<file path="src/include/sia_pkg.sv">
package sia_pkg;
   // Opcode fields of the upper instruction bits
   localparam logic [5:0] OP_REV_SUB_BORROW = 6'h15;
   localparam logic [5:0] OP_FILE_MINUS_ACC = 6'h17;
   localparam logic [7:0] OP_LIT_MINUS_ACC = 8'h08;
   // Field positions in the instruction word
   localparam int OP6_MSB = 15;
   localparam int OP6_LSB = 10;
   localparam int OP8_LSB = 8;
   localparam int DEST_BIT = 9;
   localparam int ACCESS_BIT = 8;
   // Indexed literal offset window and access bank split
   localparam logic [7:0] INDEXED_MAX = 8'h5F;
   localparam logic [7:0] ACCESS_SPLIT = 8'h60;
   localparam logic [3:0] ACCESS_LOW_BANK = 4'h0;
   localparam logic [3:0] ACCESS_HIGH_BANK = 4'hF;
   // Reset values
   localparam logic [7:0] W_RESET = 8'h00;
   localparam logic [4:0] FLAGS_RESET = 5'h00;
   // Flag positions in the status vector {n, ov, z, dc, c}
   localparam int FLAG_C = 0;
   localparam int FLAG_DC = 1;
   localparam int FLAG_Z = 2;
   localparam int FLAG_OV = 3;
   localparam int FLAG_N = 4;
   // Instruction cycle: four clocks, one per phase
   localparam int PHASES_PER_CYCLE = 4;

   typedef enum logic [1:0] {
      SIA_Q1,
      SIA_Q2,
      SIA_Q3,
      SIA_Q4
   } sia_phase_e;

   typedef enum logic [1:0] {
      SIA_OP_NONE,
      SIA_OP_REV_SUB,
      SIA_OP_LIT_SUB,
      SIA_OP_FILE_SUB
   } sia_op_e;
endpackage

</file>
<file path="src/include/sia_sub_if.sv">
`timescale 1ns/10ps
interface sia_sub_if;
   logic [7:0] minuend;
   logic [7:0] subtrahend;
   logic no_borrow_in;
   logic [7:0] result;
   logic [4:0] flags;

   modport unit (
      input minuend,
      input subtrahend,
      input no_borrow_in,
      output result,
      output flags
   );
   modport user (
      output minuend,
      output subtrahend,
      output no_borrow_in,
      input result,
      input flags
   );
endinterface // sia_sub_if

</file>
<file path="src/rtl/sia_top.sv">
`timescale 1ns/10ps
// What this block does
// - Reverse subtract: W minus f minus not-carry
// - Decode 010101da; update N OV C DC Z
// - Dest bit 0 to W, 1 to file
// - Access bit 0 access bank, 1 bank select
// - Extended set, a=0, f<=95: indexed offset
// - File ops: decode, read, process, write phases
// - Literal minus W, result into W
// - Literal: decode, read literal, process, write W
// - Literal and file subtracts update five flags
// - File minus W, decoded from 010111da
// - Carry is inverted borrow; Z, N from result
module sia_top (
   input wire logic clk,
   input wire logic rst_n,
   input wire logic [15:0] instr_word,
   input wire logic instr_valid,
   input wire logic ext_set_enable,
   input wire logic [3:0] bank_select_register,
   input wire logic [11:0] index_base,
   input wire logic [7:0] file_rd_data,
   input wire logic w_load,
   input wire logic [7:0] w_load_data,
   input wire logic flags_load,
   input wire logic [4:0] flags_load_data,
   output logic [1:0] phase,
   output logic instr_taken,
   output logic unsupported,
   output logic [11:0] file_addr,
   output logic file_rd_en,
   output logic file_wr_en,
   output logic [7:0] file_wr_data,
   output logic [7:0] w_out,
   output logic [4:0] status_flags
);
   sia_pkg::sia_phase_e phase_reg, phase_next;
   sia_pkg::sia_op_e op_reg, op_dec;
   logic [15:0] instr_reg;
   logic [7:0] operand_reg;
   logic [7:0] result_reg;
   logic [4:0] result_flags_reg;
   logic [7:0] w_reg;
   logic [4:0] flags_reg;
   logic [11:0] addr_reg;
   logic rd_en_reg;
   logic wr_en_reg;
   logic taken_reg;
   logic unsup_reg;

   sia_sub_if sub ();

   sia_sub_unit u_sub (
      .sub(sub)
   );

   // Decode of the incoming word during Q1
   logic [5:0] in_op6;
   logic [7:0] in_op8;
   logic [7:0] in_f;
   logic in_access;
   logic in_indexed;
   logic [11:0] in_addr;
   logic accept;

   assign in_op6 = instr_word[sia_pkg::OP6_MSB:sia_pkg::OP6_LSB];
   assign in_op8 = instr_word[sia_pkg::OP6_MSB:sia_pkg::OP8_LSB];
   assign in_f = instr_word[7:0];
   assign in_access = instr_word[sia_pkg::ACCESS_BIT];

   always_comb begin
      if (in_op6 == sia_pkg::OP_REV_SUB_BORROW) begin
         op_dec = sia_pkg::SIA_OP_REV_SUB;
      end else if (in_op6 == sia_pkg::OP_FILE_MINUS_ACC) begin
         op_dec = sia_pkg::SIA_OP_FILE_SUB;
      end else if (in_op8 == sia_pkg::OP_LIT_MINUS_ACC) begin
         op_dec = sia_pkg::SIA_OP_LIT_SUB;
      end else begin
         op_dec = sia_pkg::SIA_OP_NONE;
      end
   end

   assign in_indexed = ext_set_enable && !in_access && (in_f <= sia_pkg::INDEXED_MAX);

   assign in_addr = in_indexed ? (index_base + {4'h0, in_f}) :
                    in_access ? {bank_select_register, in_f} :
                    (in_f < sia_pkg::ACCESS_SPLIT) ? {sia_pkg::ACCESS_LOW_BANK, in_f} :
                    {sia_pkg::ACCESS_HIGH_BANK, in_f};

   assign accept = (phase_reg == sia_pkg::SIA_Q1) && instr_valid;

   // Free-running phase counter; the instruction cycle never stretches
   always_comb begin
      case (phase_reg)
         sia_pkg::SIA_Q1: phase_next = sia_pkg::SIA_Q2;
         sia_pkg::SIA_Q2: phase_next = sia_pkg::SIA_Q3;
         sia_pkg::SIA_Q3: phase_next = sia_pkg::SIA_Q4;
         sia_pkg::SIA_Q4: phase_next = sia_pkg::SIA_Q1;
         default: phase_next = sia_pkg::SIA_Q1;
      endcase
   end

   // Operand selection for the subtractor
   logic is_file_op;
   logic dest_file;
   logic in_q1, in_q2, in_q3, in_q4;

   assign in_q1 = (phase_reg == sia_pkg::SIA_Q1);
   assign in_q2 = (phase_reg == sia_pkg::SIA_Q2);
   assign in_q3 = (phase_reg == sia_pkg::SIA_Q3);
   assign in_q4 = (phase_reg == sia_pkg::SIA_Q4);
   assign is_file_op = (op_reg == sia_pkg::SIA_OP_REV_SUB) ||
                       (op_reg == sia_pkg::SIA_OP_FILE_SUB);
   assign dest_file = is_file_op && instr_reg[sia_pkg::DEST_BIT];

   always_comb begin
      case (op_reg)
         sia_pkg::SIA_OP_REV_SUB: begin
            sub.minuend = w_reg;
            sub.subtrahend = operand_reg;
            sub.no_borrow_in = flags_reg[sia_pkg::FLAG_C];
         end
         sia_pkg::SIA_OP_LIT_SUB: begin
            sub.minuend = operand_reg;
            sub.subtrahend = w_reg;
            sub.no_borrow_in = 1'b1;
         end
         sia_pkg::SIA_OP_FILE_SUB: begin
            sub.minuend = operand_reg;
            sub.subtrahend = w_reg;
            sub.no_borrow_in = 1'b1;
         end
         default: begin
            sub.minuend = 8'h00;
            sub.subtrahend = 8'h00;
            sub.no_borrow_in = 1'b1;
         end
      endcase
   end

   // Next values of the read, operand and write stages
   logic [7:0] operand_next;
   logic [7:0] w_next;
   logic [4:0] flags_next;
   logic do_write;

   assign do_write = in_q4 && (op_reg != sia_pkg::SIA_OP_NONE);

   assign operand_next = !in_q2 ? operand_reg :
                         is_file_op ? file_rd_data : instr_reg[7:0];

   // Core loads lose to a subtract writing W in the same Q4
   // result to W when dest is 0
   assign w_next = (do_write && !dest_file) ? result_reg :
                   w_load ? w_load_data : w_reg;
   assign flags_next = do_write ? result_flags_reg :
                       flags_load ? flags_load_data : flags_reg;

   always_ff @(posedge clk) begin
      if (!rst_n) begin
         phase_reg <= sia_pkg::SIA_Q1;
      end else begin
         phase_reg <= phase_next;
      end
   end

   always_ff @(posedge clk) begin
      if (!rst_n) begin
         instr_reg <= 16'h0000;
         op_reg <= sia_pkg::SIA_OP_NONE;
         addr_reg <= 12'h000;
         taken_reg <= 1'b0;
         unsup_reg <= 1'b0;
      end else if (in_q1) begin
         instr_reg <= instr_word;
         op_reg <= accept ? op_dec : sia_pkg::SIA_OP_NONE;
         addr_reg <= in_addr;
         taken_reg <= accept && (op_dec != sia_pkg::SIA_OP_NONE);
         unsup_reg <= accept && (op_dec == sia_pkg::SIA_OP_NONE);
      end else begin
         taken_reg <= 1'b0;
         unsup_reg <= 1'b0;
      end
   end

   // Read strobe stands for Q2 only; data is sampled at Q2's end
   always_ff @(posedge clk) begin
      if (!rst_n) begin
         rd_en_reg <= 1'b0;
         operand_reg <= 8'h00;
      end else begin
         rd_en_reg <= in_q1 && accept &&
                      ((op_dec == sia_pkg::SIA_OP_REV_SUB) ||
                       (op_dec == sia_pkg::SIA_OP_FILE_SUB));
         operand_reg <= operand_next;
      end
   end

   always_ff @(posedge clk) begin
      if (!rst_n) begin
         result_reg <= 8'h00;
         result_flags_reg <= sia_pkg::FLAGS_RESET;
      end else if (in_q3) begin
         result_reg <= sub.result;
         result_flags_reg <= sub.flags;
      end
   end

   always_ff @(posedge clk) begin
      if (!rst_n) begin
         wr_en_reg <= 1'b0;
      end else begin
         wr_en_reg <= in_q3 && dest_file;
      end
   end

   // W and flags take subtract results at Q4 and core loads in any phase
   always_ff @(posedge clk) begin
      if (!rst_n) begin
         w_reg <= sia_pkg::W_RESET;
         flags_reg <= sia_pkg::FLAGS_RESET;
      end else begin
         w_reg <= w_next;
         flags_reg <= flags_next;
      end
   end

   assign phase = phase_reg;
   assign instr_taken = taken_reg;
   assign unsupported = unsup_reg;
   assign file_addr = addr_reg;
   assign file_rd_en = rd_en_reg;
   assign file_wr_en = wr_en_reg;
   assign file_wr_data = result_reg;
   assign w_out = w_reg;
   assign status_flags = flags_reg;
endmodule // sia_top

</file>
<file path="src/rtl/sia_sub_unit.sv">
`timescale 1ns/10ps
module sia_sub_unit (
   sia_sub_if.unit sub
);
   logic [4:0] low_sum;
   logic [8:0] full_sum;
   logic [7:0] res;
   logic [4:0] flag_vec;

   // Two's complement: a + ~b + carry, so carry out is the inverted borrow
   assign low_sum = {1'b0, sub.minuend[3:0]} + {1'b0, ~sub.subtrahend[3:0]}
                    + {4'h0, sub.no_borrow_in};
   assign full_sum = {1'b0, sub.minuend} + {1'b0, ~sub.subtrahend}
                     + {8'h00, sub.no_borrow_in};
   assign res = full_sum[7:0];

   assign flag_vec[sia_pkg::FLAG_C] = full_sum[8];
   assign flag_vec[sia_pkg::FLAG_DC] = low_sum[4];
   assign flag_vec[sia_pkg::FLAG_Z] = (res == 8'h00);
   assign flag_vec[sia_pkg::FLAG_OV] = (sub.minuend[7] != sub.subtrahend[7])
                                       && (res[7] != sub.minuend[7]);
   assign flag_vec[sia_pkg::FLAG_N] = res[7];

   assign sub.result = res;
   assign sub.flags = flag_vec;
endmodule // sia_sub_unit

</file>
<file path="config.mk">
export PLATFORM = sky130hd
export DESIGN_NAME = sia_top
export DESIGN_NICKNAME = d
export VERILOG_FILES = /design/src/include/sia_pkg.sv /design/src/include/sia_sub_if.sv /design/src/rtl/sia_top.sv /design/src/rtl/sia_sub_unit.sv
export SDC_FILE = /design/constraint.sdc
export NUM_CORES = 1
export LEC_CHECK = 0
export ABC_AREA = 1
export BUFFER_PORTS_ARGS = -buffer_cell sky130_fd_sc_hd__buf_2
export CORE_ASPECT_RATIO = 2
export CORE_MARGIN = 10
export CORE_UTILIZATION = 50
export DETAILED_ROUTE_END_ITERATION = 8
export PLACE_DENSITY = 0.84
export SYNTH_ARGS = -nofsm -noshare
export SYNTH_HDL_FRONTEND = slang
export SYNTH_HIERARCHICAL = 1
export SYNTH_SLANG_ARGS = --single-unit
</file>
<file path="constraint.sdc">
create_clock -name clk -period 3.4 [get_ports clk]
set_input_delay 0.17 -clock clk [delete_from_list [all_inputs] [get_ports clk]]
set_output_delay 0.17 -clock clk [all_outputs]
set_load 0.01 [all_outputs]
</file>
# Yosys cells after proc, flatten, opt, wreduce, memory -nomap -nowiden
# Cells that the tools add are included.
# totals
reg_bits	64
input_bits	59
output_inout_bits	39
elab_cells	76
# classes
add_sub_neg	5
n_lt_le_gt_ge	2
n_eq_ne	13
n_mux	16
n_bitwise	2
n_reduce_logical	25
# op_table
op	count
$mux 12	3
$pmux 8 s2	2
$mux 8	3
$add 12x8->12	1
$eq 6x5->1 const B	2
$logic_and 1x1->1	12
$eq 2x2->1 const B	5
$mux 5	2
$add 8x8->9	1
$add 9x1->9	1
$eq 8x4->1 const B	1
$le 8x7->1 const B	1
$logic_not 8->1	1
$lt 8x7->1 const B	1
$mux 2	4
$not 8->8	1
$pmux 2 s4	1
$reduce_bool 2->1	4
$eq 2x1->1 const B	3
$add 4x4->5	1
$add 5x1->5	1
$logic_not 2->1	2
$not 4->4	1
$logic_not 1->1	2
other kinds (5)	7

# Depth between registers and ports, before layout
# Gate-level depths: netlist of run 1.
# depth
word_depth	8
mapped_depth	18
ltp_nobuf	17

# Hierarchy
# Netlist of run 1, hierarchy kept.
# by_module_without_submodules
module	n_inst	cells_each	area_per_inst_um2	seq_area_each_um2
sia_top	1	475	3280.6	1261.2
sia_sub_unit	1	84	494.2	0.0

# Least setup slack after synthesis of run 1
# No wires, ideal clock.
# synth_timing
path_type	reg-to-reg
start	reg op_reg[1]
end	reg result_flags_reg[2]
setup_ns	0.064
arrival_ns	2.404
slack_ns	0.932
path_stages_with_launch	16
synth_period_minus_slack_ns	2.468
cell_sequence	dfxtp_1 clkinv_1 clkbuf_1 o22ai_1 inv_1 fa_1 fa_1 nand3_1 nand2_1 nand2_1 nand2_1 nor2_2 nand3_2 nor2_2 nor2_1 nor2_1
# synth_via
elab_chain_len	7
word_cells_on_any_way	11
# synth_rtl
element	line	source
from (decl)	sia_top.sv:38	sia_pkg::sia_op_e op_reg, op_dec;
from (signal assigned)	sia_top.sv:170	op_reg <= sia_pkg::SIA_OP_NONE;
from (signal assigned)	sia_top.sv:176	op_reg <= accept ? op_dec : sia_pkg::SIA_OP_NONE;
$eq 2x2->1	sia_top.sv:117	case (op_reg)
$reduce_or 2->1 (no line)	--	
$pmux 8 s2 *	sia_top.sv:117	
net sub.subtrahend[0]	sia_sub_if.sv:4	logic [7:0] subtrahend;
$not 8->8 *	sia_sub_unit.sv:13	assign full_sum = {1'b0, sub.minuend} + {1'b0, ~sub.subtrahend}
$add 8x8->9 *	sia_sub_unit.sv:13	
$add 9x1->9 *	sia_sub_unit.sv:14	+ {8'h00, sub.no_borrow_in};
net sub.result[4]	sia_sub_if.sv:6	logic [7:0] result;
$logic_not 8->1 *	sia_sub_unit.sv:19	assign flag_vec[sia_pkg::FLAG_Z] = (res == 8'h00);
net sub.flags[2]	sia_sub_if.sv:7	logic [4:0] flags;
to (signal assigned)	sia_top.sv:202	result_flags_reg <= sia_pkg::FLAGS_RESET;
to (signal assigned)	sia_top.sv:205	result_flags_reg <= sub.flags;
to (decl)	sia_top.sv:42	logic [4:0] result_flags_reg;
# Mark *: on every way through the listed nets, which the timed path passes. The rest lies on a longest branch.
# A chain may end at the register's enable or synchronous reset.

# Final worst setup path of run 1
# Ends and elaborated chain as after synthesis.

==> results of run 1 <==
cell usage in the layout, fill, tap and decap left out, types with 5 or more instances in the layout:
cell,count
o21ai_1,5
nand2_2,10
dfxtp_1,63
o211ai_1,12
ha_1,20
clkbuf_16,9
inv_1,90
nand2_1,131
o22ai_1,19
nand3_1,32
inv_2,5
a21oi_1,33
nand4_1,6
buf_2,97
a31oi_1,5
o21ai_0,43
nor2_1,36
per-layer routing:
| layer | wire, um | share of wire |
|---|---|---|
| met1 | 3930 | 0.35 |
| met3 | 797 | 0.071 |
| met4 | 645 | 0.057 |
| met2 | 5850 | 0.52 |
| met5 | 0 | 0 |
where the power goes:
part | internal (mW) | leakage (nW) | switching (mW)
clock network | 0.492 | 0.129 | 0.324
registers | 0.881 | 0.519 | 0.0714
logic | 0.235 | 1.72 | 0.402
area by class of cell:
class	count	area [um2]
clock buffer	11	233
clock inverter	5	35.0
fill	643	2760
inverter	97	364
multi-input combinational	382	2060
sequential	63	1260
tap	92	115
timing repair buffer	98	493
stage by stage:
stage / setup slack, ns / utilization / hold slack, ns
after floorplan: 0.932 / - / 0.280
after global placement: 0.783 / 0.586 / 0.396
after detailed placement: 0.669 / 0.586 / 0.414
after CTS: 0.657 / 0.623 / 0.0670
after global routing: 0.361 / 0.623 / 0.0930
final: 0.632 / 0.623 / 0.0838
worst max-delay path: stages (launching register included):
cell and delay [ns]:
dfxtp_1 0.36, clkinv_1 0.35, o22ai_1 0.28, inv_1 0.08, fa_1 0.45, fa_1 0.44, nand3_1 0.11, nand2_1 0.08
nand2_1 0.06, nand2_1 0.08, nor2_2 0.10, nand3_2 0.08, nor2_2 0.07, nor2_1 0.05, nor2_1 0.11
worst paths after layout:
path | endpoint | slack, ns | cells after the start
worst max-delay path | result_flags_reg[2] | 0.63 | 14
worst min-delay path | instr_reg[9] | 0.08 | 3
worst max register to register | result_flags_reg[2] | 0.63 | 14
worst min register to register | file_addr[6] | 0.45 | 2
cells by family (layout without fill, tap and decap cells):
logic type,count (synthesis),count (layout),synth area share
AOI/OAI and AO/OA,124,124,0.187
adders and majority gates,23,23,0.0822
and+or+nand+nor,230,230,0.265
xor gates and xnor gates,5,5,0.0116
DFF,63,63,0.334
buffers and inverters,114,211,0.120
==> results.json, run 1 <==
{
  "synth-edff-count": 0,
  "antenna_found_initial": 0,
  "cts_setup_buffers": 0,
  "use_met3": 0.0560,
  "crit_path_end_kind": "flop",
  "synth_top_area_frac": 0.334,
  "reg2reg_from": "op_reg[1]",
  "synthFlopType": "dfxtp_1",
  "postLayoutCellArea_um2": 4560,
  "grt_max_degree": 40,
  "powerDensity_nw_per_um2": 528,
  "io_pins": 98,
  "wire_per_inst_um": 15.0,
  "yosysUniqueCellTypes": 35,
  "crit_start": "op_reg[1]",
  "total_power_mw": 2.41,
  "path_class": "reg2reg",
  "peakVddDrop_mv": 0.351,
  "ys_seq_area_frac": 0.334,
  "timing.max_cap.violations": 0,
  "hold_viol": 0,
  "gr-usage-all-layers": 0.197,
  "drc": 0,
  "cts-root-buf": "clkbuf_16",
  "via_per_inst": 5.35,
  "use_met2": 0.358,
  "rsz0062_at_grt": "no",
  "status": "complete, no violations",
  "dp_cells": 732,
  "synth_area_leaders": "dfxtp_1 (33%), nand2_1 (13%), inv_1 (8.9%), ha_1 (6.6%), o21ai_0 (5.7%)",
  "grt_overflow": 0,
  "grtUsageMet1": 0.176,
  "die_w_um": 81.4,
  "leakage_nw": 2.36,
  "antenna_cells": 0,
  "yosysWarningCount": 6,
  "clkTransAtPathRegs_ns": 0.05,
  "syn_area_per_cell_um2": 6.75,
  "numCtsBuffers": 9,
  "holdCritStartpoint": "instr_word[9]",
  "min_period_ns": 2.77,
  "cts_max_level": 3,
  "cts.sink_count": 63,
  "synth_area_um2": 3770,
  "max_freq_mhz": 361,
  "post-synth-top-count-cell": "nand2_1",
  "area_growth_pct": 20.8,
  "die_area_um2": 11600,
  "place_area_um2": 4290,
  "routabilityCongestion": 1.02,
  "dp_hpwl_um": 9180,
  "post_cts.resized_instances": 0,
  "grt_busiest_layer": "met2",
  "worstPathRequired_ns": 3.67,
  "synth_top_area_cell": "dfxtp_1",
  "fin_setup_tns_ns": 0,
  "hold_path.class": "in2reg",
  "ys_seq_elements": 63,
  "finalNonFillerCells": 748,
  "syn_inst": 559,
  "finClkSkew_ns": 0.00459,
  "clk_latency_ns": 0.33,
  "dr.pass1.iters": 5,
  "routed_wl_um": 11200,
  "holdBufCountCts": 0,
  "grt_pass1_vias": 3961,
  "finalSetupViolations": 0,
  "start_kind": "flop",
  "grt_pass1_wl_um": 18000,
  "largest_register_ff_count": 12,
  "cts_tree": "yes",
  "io_buffers": 97,
  "yosys-top-cells-count": "nand2_1 (131), inv_1 (90), dfxtp_1 (63)",
  "die_y_um": 143,
  "postSynth.asyncResetShare": 0,
  "coreArea_um2": 7320,
  "row_count": 44,
  "drive_gt1_frac": 0.215,
  "nets": 733,
  "min_period_over_period": 0.814,
  "cp.arrival_ns": 3.04,
  "slew_headroom": 0.567,
  "drtIter0Drc": 185,
  "syn_nets": 641,
  "slew_violations": 0,
  "clockBufferDepth": 2,
  "drtAntennaViolNets": 0,
  "tightest_slew_ns": 0.649,
  "start_util": 0.516,
  "worstPathMaxFanout": 17,
  "dr_total_vias": 4002
}
(Power assumes the default switching activity.)
==> run 2, diff against run 1 <==
--- a/config.mk
+++ b/config.mk
@@ -5,13 +5,13 @@
 export SDC_FILE = /design/constraint.sdc
 export NUM_CORES = 1
 export LEC_CHECK = 0
-export ABC_AREA = 1
+export ABC_AREA = 0
 export BUFFER_PORTS_ARGS = -buffer_cell sky130_fd_sc_hd__buf_2
 export CORE_ASPECT_RATIO = 2
 export CORE_MARGIN = 10
-export CORE_UTILIZATION = 50
+export CORE_UTILIZATION = 48
 export DETAILED_ROUTE_END_ITERATION = 8
-export PLACE_DENSITY = 0.84
+export PLACE_DENSITY = 0.85
 export SYNTH_ARGS = -nofsm -noshare
 export SYNTH_HDL_FRONTEND = slang
 export SYNTH_HIERARCHICAL = 1
==> constraint.sdc (replaced) <==
create_clock -name clk -period 2.39 [get_ports clk]
set_input_delay 0.1195 -clock clk [delete_from_list [all_inputs] [get_ports clk]]
set_output_delay 0.1195 -clock clk [all_outputs]
set_load 0.01 [all_outputs]
==> results.json, run 2 <==
{
  "status": "finished with violations",
  "violations": "negative setup slack",
  "cts_max_level": 3,
  "clkTransAtPathRegs_ns": 0.05,
  "die_y_um": 143,
  "peakVddDrop_mv": 0.559,
  "cp.arrival_ns": 3.18,
  "power.share.switching": 0.306,
  "critPathBufInv": 1,
  "yosysWarningCount": 6,
  "leakage_nw": 2.22,
  "grt_overflow": 0,
  "clockBufferDepth": 2,
  "postSynth.asyncResetShare": 0,
  "drtAntennaViolNets": 0,
  "finalNonFillerCells": 643,
  "clk_latency_ns": 0.33,
  "reg2reg_depth": 11,
  "synth_top_area_cell": "dfxtp_1",
  "yosys-top-cells-count": "nor2_1 (64), dfxtp_1 (63), mux2i_1 (46)",
  "routed_wl_um": 12000,
  "die_w_um": 81.5,
  "synthFlopType": "dfxtp_1",
  "syn_inst": 426,
  "routabilityCongestion": 0.879,
  "min_period_ns": 2.92,
  "final_util": 0.677,
  "slew_violations": 0,
  "drc": 0,
  "most-common-layout-cells": "buf_2 (97), nor2_1 (63), dfxtp_1 (61)",
  "pwr-share-comb": 0.257,
  "numCtsBuffers": 9,
  "via_per_inst": 5.77,
  "path_class": "reg2reg",
  "io_buffers": 97,
  "ys_seq_elements": 63,
  "synth_area_um2": 3630,
  "grt_max_degree": 29,
  "antenna_found_initial": 0,
  "max_freq_mhz": 343,
  "row_count": 44,
  "synth-edff-count": 0,
  "drtIter0Drc": 212,
  "hold_viol": 0,
  "path_cells": "buf_6 > a22o_1 > fa_2 > fa_2 > a21o_1 > a21o_1 > xor2_1 > or3_4 > nor4_4 > mux2i_1 > nor2_1",
  "min_path_cells": 3,
  "wire_per_inst_um": 18.7,
  "yosysUniqueCellTypes": 52,
  "synth_area_leaders": "dfxtp_1 (35%), mux2i_1 (13%), ha_1 (6.9%), nor2_1 (6.6%), a211oi_1 (5.4%)",
  "crit_path_end_kind": "flop",
  "start_kind": "flop",
  "dp_hpwl_um": 8760,
  "critPathMaxStageDelay_ns": 0.41,
  "io_pins": 98,
  "worstPathRequired_ns": 2.66,
  "crit_family": "adder cells",
  "drive_gt1_frac": 0.334,
  "grt_pass1_wl_um": 17800,
  "p_clk_frac": 0.382,
  "cts-root-buf": "clkbuf_16",
  "fillers": 533,
  "rsz0062_at_grt": "yes",
  "slew_headroom": 0.595,
  "p_int_mw": 2.56,
  "dp_cells": 623,
  "tightest_slew_ns": 0.607,
  "finalSetupViolations": 8,
  "antenna_cells": 0,
  "fin_setup_tns_ns": -2.34,
  "synth_top_area_frac": 0.347,
  "timing.final.ws_setup_ns": -0.529,
  "die_area_um2": 11700,
  "powerDensity_nw_per_um2": 745,
  "mostFrequentLayoutCell": "buf_2",
  "cp_slowest_cell": "fa_2",
  "cp.depth": 11,
  "min_period_over_period": 1.22,
  "multi_input_area_um2": 2360,
  "nets": 629,
  "syn_nets": 508,
  "area_growth_pct": 36.4,
  "start_util": 0.496,
  "syn_area_per_cell_um2": 8.53,
  "pwr-share-seq": 0.361,
  "hold_path.class": "in2reg",
  "coreArea_um2": 7320,
  "ys_seq_area_frac": 0.347,
  "dr.pass1.iters": 5,
  "finClkSkew_ns": 0.00446,
  "timing.max_cap.violations": 0,
  "largest_register_ff_count": 12,
  "cts.sink_count": 63,
  "dr_total_vias": 3709,
  "cts_tree": "yes",
  "worstPathMaxFanout": 4,
  "grt_pass1_vias": 3779,
  "gr-usage-all-layers": 0.196,
  "p_sw_mw": 1.13,
  "seqCellArea_um2": 1270,
  "post-synth-top-count-cell": "nor2_1"
}
-- run 2: cell types whose count changed after synthesis, moves of 18 or more --
cell,change
a211oi_1,+26
inv_1,-73
mux2i_1,+46
nand2_1,-101
nand3_1,-29
nor2_1,+28
o21ai_0,-22
o22ai_1,-18
-- run 2: metal layers --
| layer | vias to the layer above | share of wire | global-route usage |
|---|---|---|---|
| li1 | 1758 | - | - |
| met1 | 1763 | 0.33 | 0.172 |
| met2 | 140 | 0.57 | 0.376 |
| met3 | 48 | 0.045 | 0.0516 |
| met4 | 0 | 0.050 | 0.110 |
| met5 | - | 0 | 0 |
-- run 2: cell type report --
type / instances / area share
Timing Repair Buffer: 136 / 0.167
Clock inverter: 5 / 0.0167
Multi-Input combinational cell: 319 / 0.475
Sequential cell: 63 / 0.255
Inverter: 18 / 0.0141
Clock buffer: 10 / 0.0482
Tap cell: 92 / 0.0232
-- run 2: timing repair --
| item | in CTS | in global routing |
|---|---|---|
| pin swaps | 10 | 13 |
| hold endpoints to repair | 1 | 0 |
| hold buffers | 2 | 0 |
| setup buffers | 2 | 2 |
| resized for setup | 18 | 17 |
| setup endpoints to repair | 7 | 9 |
| cloned | 0 | 1 |
-- run 2: final timing paths --
kind,from,end,slack (ns)
setup reg to reg,op_reg[1],result_flags_reg[2],-0.53
hold / removal,instr_word[11],op_reg[1],0.07
hold reg to reg,instr_reg[7],instr_reg[7],0.47
setup / recovery,op_reg[1],result_flags_reg[2],-0.53
-- run 2: per-stage QoR --
stage	total power [mW]	area (um2)	setup slack (ns)	hold WS [ns]
floorplan	1.94	3690	-0.433	0.198
global placement	2.23	4420	-0.387	0.330
detailed placement	2.26	4420	-0.478	0.338
CTS	3.68	4860	-0.457	0.0528
global route	3.85	4960	-0.592	0.0803
finish	3.69	4960	-0.529	0.0715
-- run 2: cell families (layout without fill, tap and decap cells) --
family / count (synthesis) / after routing / synth area share
mux: 46 / 46 / 0.127
compound gates: 102 / 102 / 0.190
xor+xnor: 10 / 10 / 0.0241
flops: 63 / 63 / 0.347
simple gates: 138 / 138 / 0.178
buf+inv: 44 / 169 / 0.0482
fa+ha+maj: 23 / 23 / 0.0854
-- run 2: worst reg2reg max path: stages (launching register included) --
cell and delay, ns:
dfxtp_4 0.36, buf_6 0.12, a22o_1 0.23, fa_2 0.41, fa_2 0.37, a21o_1 0.22
a21o_1 0.20, xor2_1 0.17, or3_4 0.41, nor4_4 0.14, mux2i_1 0.10, nor2_1 0.11
-- run 2: power groups by stage --
stage	sequential (mW)	clock [mW]	combinational (mW)
2_1_floorplan	1.36	0	0.577
3_3_place_gp	1.34	0	0.888
3_5_place_dp	1.34	0	0.920
4_1_cts	1.33	1.42	0.937
5_1_grt	1.35	1.46	1.04
6_report	1.33	1.41	0.948
